File: src/core/llp_consts.svh
// named offsets, field positions, reset values and counts of the loop controller
`ifndef LLP_CONSTS_SVH
`define LLP_CONSTS_SVH
`define LLP_DW 16
`define LLP_STAGES 7
`define LLP_ST_D 0
`define LLP_ST_AD 1
`define LLP_ST_AC1 2
`define LLP_ST_AC2 3
`define LLP_ST_R 4
`define LLP_ST_X 5
`define LLP_ST_W 6
`define LLP_INTERLOCK_CYC 4
`define LLP_RST_VAL 16'h0000
`define LLP_ONE 16'h0001
`define LLP_OFF_CTRL 8'h00
`define LLP_OFF_STATUS 8'h04
`define LLP_OFF_RPT 8'h08
`define LLP_OFF_BRC 8'h0C
`define LLP_OFF_BRS 8'h10
`define LLP_OFF_LOOP0 8'h14
`define LLP_OFF_LOOP1 8'h18
`define LLP_CTRL_FREEZE 0
`define LLP_STAT_ACT0 0
`define LLP_STAT_ACT1 1
`define LLP_STAT_ARMED 2
`define LLP_STAT_STALL_D 3
`define LLP_STAT_STALL_AD 4
`define LLP_LO 15:0
`define LLP_HI 31:16
`endif

File: src/core/llp_pkg.sv
// types shared by the loop controller modules
`include "llp_consts.svh"
package llp_pkg;
  typedef enum logic [1:0] {llp_k_normal, llp_k_single, llp_k_block, llp_k_imm} llp_kind_t;
  typedef enum logic [3:0] {
    llp_r_none, llp_r_repeat_counter, llp_r_csr, llp_r_block_iteration_counter_0, llp_r_block_iteration_counter_1, llp_r_block_count_save_1,
    llp_r_loop_start_address_0, llp_r_loop_start_address_1, llp_r_loop_end_address_0, llp_r_loop_end_address_1, llp_r_cdp, llp_r_ar1
  } llp_reg_t;
  typedef struct packed {
    logic valid;
    llp_kind_t kind;
    llp_reg_t rd_reg;
    llp_reg_t ad_rd_reg;
    llp_reg_t wr_reg;
    logic level;
    logic use_const;
    logic loop_back;
    logic [`LLP_DW-1:0] imm;
    logic [`LLP_DW-1:0] pc;
  } llp_instr_t;
  typedef struct packed {
    logic [`LLP_DW-1:0] repeat_counter;
    logic [`LLP_DW-1:0] csr;
    logic [`LLP_DW-1:0] block_iteration_counter_0;
    logic [`LLP_DW-1:0] block_iteration_counter_1;
    logic [`LLP_DW-1:0] block_count_save_1;
    logic [`LLP_DW-1:0] loop_start_address_0;
    logic [`LLP_DW-1:0] loop_start_address_1;
    logic [`LLP_DW-1:0] loop_end_address_0;
    logic [`LLP_DW-1:0] loop_end_address_1;
    logic [1:0] act;
    logic armed;
    logic stall_d;
    logic stall_ad;
  } llp_view_t;
endpackage

File: src/core/llp_hazard.sv
// interlock detection for the loop-control registers
`timescale 1ns/1ps
`include "llp_consts.svh"
module llp_hazard
  import llp_pkg::*;
(
  input llp_instr_t i_st [`LLP_STAGES],
  input wire logic i_last_d,
  input llp_reg_t i_brc_reg,
  output logic o_stall_ad,
  output logic o_stall_d_brc
);
  // imm loads finish in AD, so they never count as execute-stage writers
  // a counter one write also lands in its save register, so it guards that too
  function automatic logic x_writes(input llp_instr_t s, input llp_reg_t r);
    x_writes = s.valid && (s.kind != llp_k_imm) && (r != llp_r_none) &&
               ((s.wr_reg == r) || (r == llp_r_block_count_save_1 && s.wr_reg == llp_r_block_iteration_counter_1));
  endfunction

  llp_reg_t src_rpt;
  always_comb begin
    src_rpt = llp_r_none;
    if (i_st[`LLP_ST_AD].kind == llp_k_single && !i_st[`LLP_ST_AD].use_const) begin
      src_rpt = llp_r_csr;
    end else if (i_st[`LLP_ST_AD].kind == llp_k_block && i_st[`LLP_ST_AD].level) begin
      src_rpt = llp_r_block_count_save_1;
    end
  end

  always_comb begin
    o_stall_ad = 1'b0;
    o_stall_d_brc = 1'b0;
    for (int k = `LLP_ST_AC1; k <= `LLP_ST_X; k++) begin
      // per-register match: a write to one pointer never holds a read of another
      if (i_st[`LLP_ST_AD].valid && (x_writes(i_st[k], src_rpt) ||
          x_writes(i_st[k], i_st[`LLP_ST_AD].ad_rd_reg))) begin
        o_stall_ad = 1'b1;
      end
    end
    for (int k = `LLP_ST_AD; k <= `LLP_ST_R; k++) begin
      if (i_last_d && i_st[k].valid && i_st[k].rd_reg == i_brc_reg) begin
        o_stall_d_brc = 1'b1;
      end
    end
  end
endmodule

File: src/core/llp_apb.sv
// apb slave: control word and read-only view of the loop registers
`timescale 1ns/1ps
`include "llp_consts.svh"
module llp_apb
  import llp_pkg::*;
(
  input wire logic i_ref_clk,
  input wire logic i_resetn,
  input wire logic i_ce,
  input wire logic i_psel,
  input wire logic i_penable,
  input wire logic i_pwrite,
  input wire logic [7:0] i_paddr,
  input wire logic [31:0] i_pwdata,
  input llp_view_t i_view,
  output logic [31:0] o_prdata,
  output logic o_pready,
  output logic o_pslverr,
  output logic o_freeze
);
  logic [31:0] rd;
  logic hit;
  always_comb begin
    rd = 32'h00000000;
    hit = 1'b1;
    unique case (i_paddr)
      `LLP_OFF_CTRL: rd[`LLP_CTRL_FREEZE] = o_freeze;
      `LLP_OFF_STATUS: begin
        rd[`LLP_STAT_ACT0] = i_view.act[0];
        rd[`LLP_STAT_ACT1] = i_view.act[1];
        rd[`LLP_STAT_ARMED] = i_view.armed;
        rd[`LLP_STAT_STALL_D] = i_view.stall_d;
        rd[`LLP_STAT_STALL_AD] = i_view.stall_ad;
      end
      `LLP_OFF_RPT: rd = {i_view.csr, i_view.repeat_counter};
      `LLP_OFF_BRC: rd = {i_view.block_iteration_counter_1, i_view.block_iteration_counter_0};
      `LLP_OFF_BRS: rd[`LLP_LO] = i_view.block_count_save_1;
      `LLP_OFF_LOOP0: rd = {i_view.loop_end_address_0, i_view.loop_start_address_0};
      `LLP_OFF_LOOP1: rd = {i_view.loop_end_address_1, i_view.loop_start_address_1};
      default: hit = 1'b0;
    endcase
  end

  // zero wait states; a frozen clock enable also holds the bus off
  assign o_pready = i_ce;

  always_ff @(posedge i_ref_clk or negedge i_resetn) begin
    if (!i_resetn) begin
      o_prdata <= 32'h00000000;
      o_pslverr <= 1'b0;
    end else if (i_ce && i_psel && !i_penable) begin
      o_prdata <= i_pwrite ? 32'h00000000 : rd;
      o_pslverr <= !hit;
    end
  end

  always_ff @(posedge i_ref_clk or negedge i_resetn) begin
    if (!i_resetn) begin
      o_freeze <= 1'b0;
    end else if (i_ce && i_psel && i_penable && i_pwrite && i_paddr == `LLP_OFF_CTRL) begin
      o_freeze <= i_pwdata[`LLP_CTRL_FREEZE];
    end
  end
endmodule

File: src/core/llp_core.sv
// seven-stage pipeline model with hardware loop registers and their interlocks
// Overview of operation
// - separate registers never interlock each other
// - plain accesses read in R, write in X
// - single repeat loads counter in its AD
// - repeated instruction tests, decrements counter in AD
// - level-one block repeat copies save into counter one
// - block repeat loads start/end in AD
// - counter decremented in D of last instruction
// - end address compared in D each instruction, start address read in AD
// - counter read near loop end stalls D four
// - last instruction reading counter sees decremented value
// - counter one loads also load its save
// - repeat source written in X stalls AD four
// - immediate loads of counter/source happen in AD
`timescale 1ns/1ps
`include "llp_consts.svh"
module llp_core
  import llp_pkg::*;
#(
  parameter int STAGES = `LLP_STAGES
) (
  input wire logic i_ref_clk,
  input wire logic i_resetn,
  input wire logic i_ce,
  input llp_instr_t i_instr,
  input wire logic [`LLP_DW-1:0] i_x_wdata,
  output logic o_ready,
  output logic o_stall,
  output logic o_r_valid,
  output logic [`LLP_DW-1:0] o_r_rdata,
  output logic o_redirect,
  output logic [`LLP_DW-1:0] o_redirect_pc,
  input wire logic i_psel,
  input wire logic i_penable,
  input wire logic i_pwrite,
  input wire logic [7:0] i_paddr,
  input wire logic [31:0] i_pwdata,
  output logic [31:0] o_prdata,
  output logic o_pready,
  output logic o_pslverr
);
  if (STAGES != `LLP_STAGES) begin : g_bad_stages
    $error("llp_core supports exactly seven stages");
  end

  llp_instr_t st [`LLP_STAGES];
  logic [`LLP_DW-1:0] repeat_counter, csr, block_count_save_1;
  logic [`LLP_DW-1:0] brc [2];
  logic [`LLP_DW-1:0] rsa [2];
  logic [`LLP_DW-1:0] rea [2];
  logic [1:0] act;
  logic armed;
  logic freeze, run, lvl, last_d, dec, ad_go, replay, stall_ad, stall_d_brc;
  logic [1:0] held;
  llp_reg_t brc_reg;
  llp_instr_t d_out, next_d;
  llp_view_t view;
  llp_reg_t wp_id [2];
  logic [`LLP_DW-1:0] wp_val [2];

  function automatic logic [`LLP_DW-1:0] read_reg(input llp_reg_t r);
    unique case (r)
      llp_r_repeat_counter: read_reg = repeat_counter;
      llp_r_csr: read_reg = csr;
      llp_r_block_iteration_counter_0: read_reg = brc[0];
      llp_r_block_iteration_counter_1: read_reg = brc[1];
      llp_r_block_count_save_1: read_reg = block_count_save_1;
      llp_r_loop_start_address_0: read_reg = rsa[0];
      llp_r_loop_start_address_1: read_reg = rsa[1];
      llp_r_loop_end_address_0: read_reg = rea[0];
      llp_r_loop_end_address_1: read_reg = rea[1];
      default: read_reg = `LLP_RST_VAL;
    endcase
  endfunction

  // innermost active loop: level one nests inside level zero
  assign lvl = act[1];
  assign brc_reg = lvl ? llp_r_block_iteration_counter_1 : llp_r_block_iteration_counter_0;
  assign run = i_ce && !freeze;
  assign last_d = st[`LLP_ST_D].valid && act[lvl] && (st[`LLP_ST_D].pc == rea[lvl]);

  llp_hazard u_hazard (
    .i_st(st),
    .i_last_d(last_d),
    .i_brc_reg(brc_reg),
    .o_stall_ad(stall_ad),
    .o_stall_d_brc(stall_d_brc)
  );

  // repeated instruction is re-issued from AD until the counter runs out
  assign ad_go = run && st[`LLP_ST_AD].valid && !stall_ad;
  assign replay = armed && st[`LLP_ST_AD].valid && !stall_ad &&
                  (st[`LLP_ST_AD].kind == llp_k_normal) && (repeat_counter != `LLP_RST_VAL);
  always_comb begin
    if (stall_ad || replay) begin
      held = 2'd2;
    end else if (stall_d_brc) begin
      held = 2'd1;
    end else begin
      held = 2'd0;
    end
  end
  assign dec = run && (held == 2'd0) && last_d;
  assign o_ready = run && (held == 2'd0);
  assign o_stall = held != 2'd0;

  always_comb begin
    next_d = i_instr;
    next_d.loop_back = 1'b0;
    d_out = st[`LLP_ST_D];
    d_out.loop_back = dec && (brc[lvl] != `LLP_RST_VAL);
  end

  // held stages keep their slot; the first moving stage takes a bubble, or a copy of AD on a replay
  always_ff @(posedge i_ref_clk or negedge i_resetn) begin
    if (!i_resetn) begin
      for (int i = 0; i < `LLP_STAGES; i++) begin
        st[i] <= '0;
      end
    end else if (run) begin
      for (int i = 0; i < `LLP_STAGES; i++) begin
        if (i >= int'(held)) begin
          if (i == `LLP_ST_D) begin
            st[i] <= next_d;
          end else if (i == int'(held) && !replay && held != 2'd0) begin
            st[i] <= '0;
          end else if (i == `LLP_ST_AD) begin
            st[i] <= d_out;
          end else begin
            st[i] <= st[i-1];
          end
        end
      end
    end
  end

  // port 0 is the execute-stage write, port 1 an immediate load in AD
  always_comb begin
    wp_id[0] = llp_r_none;
    wp_val[0] = i_x_wdata;
    wp_id[1] = llp_r_none;
    wp_val[1] = st[`LLP_ST_AD].imm;
    if (st[`LLP_ST_X].valid && st[`LLP_ST_X].kind != llp_k_imm) begin
      wp_id[0] = st[`LLP_ST_X].wr_reg;
    end
    if (ad_go && st[`LLP_ST_AD].kind == llp_k_imm) begin
      wp_id[1] = st[`LLP_ST_AD].wr_reg;
    end
  end

  // later sources in program order are assigned last so they win
  always_ff @(posedge i_ref_clk or negedge i_resetn) begin
    if (!i_resetn) begin
      repeat_counter <= `LLP_RST_VAL;
      csr <= `LLP_RST_VAL;
      block_count_save_1 <= `LLP_RST_VAL;
      brc <= '{`LLP_RST_VAL, `LLP_RST_VAL};
      rsa <= '{`LLP_RST_VAL, `LLP_RST_VAL};
      rea <= '{`LLP_RST_VAL, `LLP_RST_VAL};
      act <= 2'b00;
      armed <= 1'b0;
    end else if (run) begin
      for (int p = 0; p < 2; p++) begin
        unique case (wp_id[p])
          llp_r_repeat_counter: repeat_counter <= wp_val[p];
          llp_r_csr: csr <= wp_val[p];
          llp_r_block_iteration_counter_0: brc[0] <= wp_val[p];
          llp_r_block_iteration_counter_1: begin
            brc[1] <= wp_val[p];
            block_count_save_1 <= wp_val[p];
          end
          llp_r_block_count_save_1: block_count_save_1 <= wp_val[p];
          llp_r_loop_start_address_0: rsa[0] <= wp_val[p];
          llp_r_loop_start_address_1: rsa[1] <= wp_val[p];
          llp_r_loop_end_address_0: rea[0] <= wp_val[p];
          llp_r_loop_end_address_1: rea[1] <= wp_val[p];
          default: ;
        endcase
      end
      if (ad_go && st[`LLP_ST_AD].kind == llp_k_single) begin
        repeat_counter <= st[`LLP_ST_AD].use_const ? st[`LLP_ST_AD].imm : csr;
        armed <= 1'b1;
      end else if (ad_go && armed && st[`LLP_ST_AD].kind == llp_k_normal) begin
        if (replay) begin
          repeat_counter <= repeat_counter - `LLP_ONE;
        end else begin
          armed <= 1'b0;
        end
      end
      if (ad_go && st[`LLP_ST_AD].kind == llp_k_block) begin
        rsa[st[`LLP_ST_AD].level] <= st[`LLP_ST_AD].pc + `LLP_ONE;
        rea[st[`LLP_ST_AD].level] <= st[`LLP_ST_AD].imm;
        act[st[`LLP_ST_AD].level] <= 1'b1;
        if (st[`LLP_ST_AD].level) begin
          brc[1] <= block_count_save_1;
        end
      end
      // the decrement belongs to the youngest instruction, so it comes last
      if (dec) begin
        if (brc[lvl] != `LLP_RST_VAL) begin
          brc[lvl] <= brc[lvl] - `LLP_ONE;
        end else begin
          act[lvl] <= 1'b0;
        end
      end
    end
  end

  // loop-back target comes from the start address read in AD
  always_ff @(posedge i_ref_clk or negedge i_resetn) begin
    if (!i_resetn) begin
      o_redirect <= 1'b0;
      o_redirect_pc <= `LLP_RST_VAL;
    end else if (i_ce) begin
      o_redirect <= ad_go && st[`LLP_ST_AD].loop_back;
      if (ad_go && st[`LLP_ST_AD].loop_back) begin
        o_redirect_pc <= rsa[lvl];
      end
    end
  end

  // read stage access; a last instruction sees its own decrement here
  always_ff @(posedge i_ref_clk or negedge i_resetn) begin
    if (!i_resetn) begin
      o_r_valid <= 1'b0;
      o_r_rdata <= `LLP_RST_VAL;
    end else if (run) begin
      o_r_valid <= st[`LLP_ST_R].valid && st[`LLP_ST_R].rd_reg != llp_r_none;
      o_r_rdata <= read_reg(st[`LLP_ST_R].rd_reg);
    end
  end

  always_comb begin
    view.repeat_counter = repeat_counter;
    view.csr = csr;
    view.block_iteration_counter_0 = brc[0];
    view.block_iteration_counter_1 = brc[1];
    view.block_count_save_1 = block_count_save_1;
    view.loop_start_address_0 = rsa[0];
    view.loop_start_address_1 = rsa[1];
    view.loop_end_address_0 = rea[0];
    view.loop_end_address_1 = rea[1];
    view.act = act;
    view.armed = armed;
    view.stall_d = stall_d_brc;
    view.stall_ad = stall_ad;
  end

  llp_apb u_apb (
    .i_ref_clk(i_ref_clk),
    .i_resetn(i_resetn),
    .i_ce(i_ce),
    .i_psel(i_psel),
    .i_penable(i_penable),
    .i_pwrite(i_pwrite),
    .i_paddr(i_paddr),
    .i_pwdata(i_pwdata),
    .i_view(view),
    .o_prdata(o_prdata),
    .o_pready(o_pready),
    .o_pslverr(o_pslverr),
    .o_freeze(freeze)
  );

  chk_brc_interlock: assert property (@(posedge i_ref_clk) disable iff (!i_resetn)
    (last_d && st[`LLP_ST_AD].valid && st[`LLP_ST_AD].rd_reg == brc_reg)
    |-> stall_d_brc [*4]) else $error("counter read did not hold D four cycles");
  chk_src_interlock: assert property (@(posedge i_ref_clk) disable iff (!i_resetn)
    (st[`LLP_ST_AD].valid && st[`LLP_ST_AD].kind == llp_k_single &&
     !st[`LLP_ST_AD].use_const && st[`LLP_ST_AC1].valid &&
     st[`LLP_ST_AC1].kind != llp_k_imm && st[`LLP_ST_AC1].wr_reg == llp_r_csr)
    |-> stall_ad [*4]) else $error("repeat source write did not hold AD four cycles");
  chk_save_interlock: assert property (@(posedge i_ref_clk) disable iff (!i_resetn)
    (st[`LLP_ST_AD].valid && st[`LLP_ST_AD].kind == llp_k_block && st[`LLP_ST_AD].level &&
     st[`LLP_ST_AC1].valid && st[`LLP_ST_AC1].kind != llp_k_imm &&
     st[`LLP_ST_AC1].wr_reg == llp_r_block_iteration_counter_1)
    |-> stall_ad [*4]) else $error("save register write did not hold AD four cycles");
  chk_fine_grain: assert property (@(posedge i_ref_clk) disable iff (!i_resetn)
    (st[`LLP_ST_AD].valid && st[`LLP_ST_AD].kind == llp_k_normal &&
     st[`LLP_ST_AD].ad_rd_reg == llp_r_ar1 && st[`LLP_ST_AC1].wr_reg == llp_r_cdp &&
     st[`LLP_ST_AC2].wr_reg != llp_r_ar1 && st[`LLP_ST_R].wr_reg != llp_r_ar1 &&
     st[`LLP_ST_X].wr_reg != llp_r_ar1 && st[`LLP_ST_AC1].wr_reg != llp_r_ar1)
    |-> !stall_ad) else $error("pointer read held by another pointer write");
  chk_rpt_load: assert property (@(posedge i_ref_clk) disable iff (!i_resetn)
    (ad_go && st[`LLP_ST_AD].kind == llp_k_single)
    |=> repeat_counter == ($past(st[`LLP_ST_AD].use_const) ? $past(st[`LLP_ST_AD].imm) : $past(csr))
    && armed) else $error("repeat counter not loaded in AD");
  chk_rpt_count: assert property (@(posedge i_ref_clk) disable iff (!i_resetn)
    (run && replay) |=> (repeat_counter == $past(repeat_counter) - `LLP_ONE) && st[`LLP_ST_AC1] == $past(st[`LLP_ST_AD]))
    else $error("repeated instruction not re-issued with decrement");
  chk_save_copy: assert property (@(posedge i_ref_clk) disable iff (!i_resetn)
    (ad_go && st[`LLP_ST_AD].kind == llp_k_block && st[`LLP_ST_AD].level && !dec)
    |=> brc[1] == $past(block_count_save_1) && rea[1] == $past(st[`LLP_ST_AD].imm))
    else $error("block repeat did not load counter one and end");
  chk_save_mirror: assert property (@(posedge i_ref_clk) disable iff (!i_resetn)
    (run && (wp_id[0] == llp_r_block_iteration_counter_1 || wp_id[1] == llp_r_block_iteration_counter_1) && !dec &&
     !(ad_go && st[`LLP_ST_AD].kind == llp_k_block))
    |=> block_count_save_1 == brc[1]) else $error("save register not mirrored");
  chk_last_dec: assert property (@(posedge i_ref_clk) disable iff (!i_resetn)
    (dec && brc[lvl] != `LLP_RST_VAL && !(ad_go && st[`LLP_ST_AD].kind == llp_k_block))
    |=> brc[$past(lvl)] == $past(brc[lvl]) - `LLP_ONE && st[`LLP_ST_AD].loop_back)
    else $error("loop counter not decremented at D exit");
  chk_pipe_order: assert property (@(posedge i_ref_clk) disable iff (!i_resetn)
    (run && held == 2'd0) |=> st[`LLP_ST_W] == $past(st[`LLP_ST_X]) &&
    st[`LLP_ST_R] == $past(st[`LLP_ST_AC2])) else $error("pipeline did not advance");
endmodule

File: config.mk
export PLATFORM = sky130hd
export DESIGN_NAME = llp_core
export DESIGN_NICKNAME = d
export VERILOG_FILES = /design/src/core/llp_pkg.sv /design/src/core/llp_hazard.sv /design/src/core/llp_apb.sv /design/src/core/llp_core.sv
export VERILOG_INCLUDE_DIRS = /design/src /design/src/core
export SDC_FILE = /design/constraint.sdc
export NUM_CORES = 1
export LEC_CHECK = 0
export ABC_AREA = 1
export BUFFER_PORTS_ARGS = -buffer_cell sky130_fd_sc_hd__buf_2
export CORE_MARGIN = 2
export CORE_UTILIZATION = 45
export CTS_CLUSTER_DIAMETER = 30
export DETAILED_ROUTE_END_ITERATION = 10
export PLACE_DENSITY = 0.6
export RECOVER_POWER = 50
export SKIP_CTS_REPAIR_TIMING = 1
export SYNTH_ARGS = -nofsm -noshare
export SYNTH_HDL_FRONTEND = slang
export SYNTH_SLANG_ARGS = --single-unit
File: constraint.sdc
create_clock -name i_ref_clk -period 7.4 [get_ports i_ref_clk]
set_clock_uncertainty 0.2 [all_clocks]
set_input_delay 0.37 -clock i_ref_clk [delete_from_list [all_inputs] [get_ports i_ref_clk]]
set_output_delay 0.37 -clock i_ref_clk [all_outputs]
set_load 0.01 [all_outputs]
==> impl_metrics.py <==
metrics = {
    "status": {
        "status": "finished, violations left",
        "violations": "negative hold slack, max-capacitance violations, max-slew violations",
    },
    "logic_synthesis": {
        "syn-num-nets": 3274,
        "synth_compound_area_share_pct": 20.34,
        "synth-main-ff-cell": "dfrtp_1",
        "synth.area.top_cells": "dfrtp_1, nand2_1, o21ai_0",
        "synth_edf_count": 0,
        "ys_seq_area_share_pct": 40.59,
        "netlist_instances": 3158,
        "synth.largest_area_cell": "dfrtp_1",
        "async_flop_share_pct": 100.0,
        "synthSimpleGateAreaFrac_pct": 27.60,
        "synthMuxAreaShare_pct": 0.09174,
        "synth_area_mm2": 0.02182,
        "synth-xor-area-share_pct": 1.485,
        "syn_area_per_cell_um2": 6.910,
        "synth.distinct_cells": 53,
        "synth_top_area_share_pct": 40.59,
        "ys_seq_elements": 354,
        "synth_top_family_by_area": "simple AND/OR/NAND/NOR gates",
        "yosysWarnings": 0,
        "synthAdderAreaFrac_pct": 0.2293,
    },
    "power_and_ir_drop": {
        "p_per_area_mw_per_mm2": 301.0,
        "seqPwrFrac_pct": 28.9,
        "p_leak_uw": 0.01327,
        "switchingPower_uw": 2439,
        "vdd_drop_max_v": 0.0001993,
        "clockPowerShare_pct": 56.7,
        "internal_power_uw": 5696,
        "switching_share_pct": 29.98,
        "comb_power_share_pct": 14.5,
    },
    "final_layout": {
        "largest-register": "st",
        "final_cell_area_mm2": 0.02703,
        "largest_reg_flops": 90,
        "fin_nets": 3446,
        "syn2layout_area_growth_pct": 23.85,
        "layout-drive-gt1-share_pct": 10.42,
        "final_cells": 4036,
    },
    "run": {
        "drv_cap": 3,
    },
    "clock_tree": {
        "clk_latency_ns": 0.65,
        "h-tree-depth": 3,
        "clk_pin_slew_ns": 0.05,
        "clockBufferDepth": 3,
        "cts_root_buffer": "clkbuf_16",
        "cts.sinks": 354,
        "numCtsBuffers": 100,
        "cts_tree": "yes",
    },
    "floorplan": {
        "core-area_mm2": 0.04785,
        "num_rows": 80,
        "start_util_pct": 45.61,
        "die_w_um": 224.2,
        "die_h_um": 224.2,
        "die_area_mm2": 0.05027,
        "ioPinCount": 182,
    },
    "sta": {
        "worst_pin_slew_ns": 4.231,
        "drv_slew": 124,
        "rsz0062_at_grt": "no",
        "setup_violations": 0,
        "holdWs_ns": -0.02672,
        "post-route-period-util_pct": 71.62,
        "finalHoldViolCount": 6,
        "fin_setup_tns_ns": 0,
        "relSlewSlack_pct": -182.1,
        "fmax_mhz": 188.7,
        "fin_crit_ns": 5.300,
    },
    "critical_path": {
        "endpoint_kind": "primary output",
        "cp-start-kind": "register",
        "cp_max_fo": 50,
        "required_ns": 6.83,
        "rrSetupSlack_ns": 2.33,
        "worstSetupPathType": "register to primary output",
        "crit_arrival_ns": 4.73,
    },
    "place": {
        "hpwl_um": 69790,
        "place_congestion": 1.004,
        "dp.cells": 3785,
        "dpl_cell_area_mm2": 0.02292,
        "numPortBuffers": 149,
    },
    "drt": {
        "drc": 0,
        "drt_iter0_drc": 3447,
        "via_per_inst": 6.044,
        "drtAntennaViolNets": 0,
        "wire_per_inst_um": 25.47,
        "vias": 24392,
        "dr.pass1.iters": 7,
        "wl_um": 102800,
    },
    "worst_hold_path": {
        "hold_path.class": "input pin to register",
    },
    "global_routing": {
        "antenna_found_initial": 9,
        "grtUsageTotal_pct": 40.27,
        "grt_max_degree": 139,
        "grt_pass1_wl_um": 148700,
        "grt-ovfl-total": 0,
        "grt_pass1_vias": 22555,
    },
}
==> layout by cell type, fill, tap and decap left out, types with 25 or more instances in the layout <==
master	netlist	final
a21oi_1	65	65
nor2_1	165	162
clkbuf_16	0	103
xor2_1	34	34
o22ai_1	110	110
nand4_1	25	25
o21ai_1	26	26
buf_4	10	38
nand2_1	978	977
clkbuf_1	115	80
dlygate4sd3_1	0	58
inv_1	340	339
buf_2	32	80
dfrtp_1	354	353
nand3_1	197	197
o21ai_0	460	460
==> worst paths after layout <==
kind / startpoint / to / cells after the start
max reg2reg: st[283] / block_count_save_1[1] / 16
max: act[1] / o_ready / 10
max in group asynchronous: i_resetn / act[1] / 3
min reg2reg: d_out[23] / d_out[23] / 2
min in group asynchronous: i_resetn / o_redirect / 2
min: i_x_wdata[0] / csr[0] / 5
==> cell usage after synthesis, types with 12 or more instances <==
master,n
a21oi_1,65
a221oi_1,21
a31oi_1,20
buf_1,15
buf_2,32
clkbuf_1,115
dfrtp_1,354
inv_1,340
nand2_1,978
nand3_1,197
nand4_1,25
nor2_1,165
nor3_1,21
nor4_1,12
o211ai_1,23
o21a_1,21
o21ai_0,460
o21ai_1,26
o221ai_1,15
o22ai_1,110
xor2_1,34
==> power by group through the flow <==
stage          clock network, uW  registers (uW)  logic, uW
3_3_place_gp                   0            2360       1090
6_report                    4610            2350       1180
4_1_cts                     4620            2330       1120
3_5_place_dp                   0            2360       1110
2_1_floorplan                  0            2290        701
5_1_grt                     4740            2360       1280
==> worst max-delay path, stage by stage (launching register included) <==
cell and delay [ns]:
dfrtp_4 0.80, inv_2 0.25, o22ai_1 0.24, nand4_1 0.31, nand3_1 0.42, nand4_1 0.61, nand4_4 0.40, buf_4 0.51
inv_2 0.07, buf_4 0.22, buf_2 0.16
==> cells by family after synthesis <==
logic type / after synthesis
AND/OR/NAND/NOR: 1441
buffers and inverters: 532
multiplexers: 2
flip-flops: 354
AO/OA/AOI/OAI: 788
XOR/XNOR: 37
adder cells (fa/ha/maj): 4
==> through the flow <==
step / utilization, % / setup slack [ns] / power (uW)
6_report: 56.49 / 2.100 / 8135
5_1_grt: 56.47 / 1.842 / 8393
4_1_cts: 55.49 / 2.306 / 8072
3_5_place_dp: 47.91 / 2.636 / 3467
3_3_place_gp: 47.91 / 2.677 / 3446
2_1_floorplan: - / 4.533 / 2992
==> cell type report <==
class	instances	area, um2
inverters	354	1331
fillers	4559	20820
repair buffers	248	1553
flip-flops and latches	354	8862
clock inverters	65	850.8
well taps	615	769.5
clock buffers	124	2776
diodes	4	10.01
multi-input cells	2272	10870
==> metal layers <==
metal | vias to the layer above | wire length (um) | track usage (%) | share of wire, %
met3 | 329 | 14810 | 15.58 | 14
li1 | 10808 | - | - | -
met1 | 11554 | 41440 | 55.03 | 40
met5 | - | 69 | 0 | 0.067
met4 | 10 | 4873 | 18.35 | 4.7
met2 | 1691 | 41630 | 56.08 | 40
Note: power is estimated with default switching activity, not from simulation.
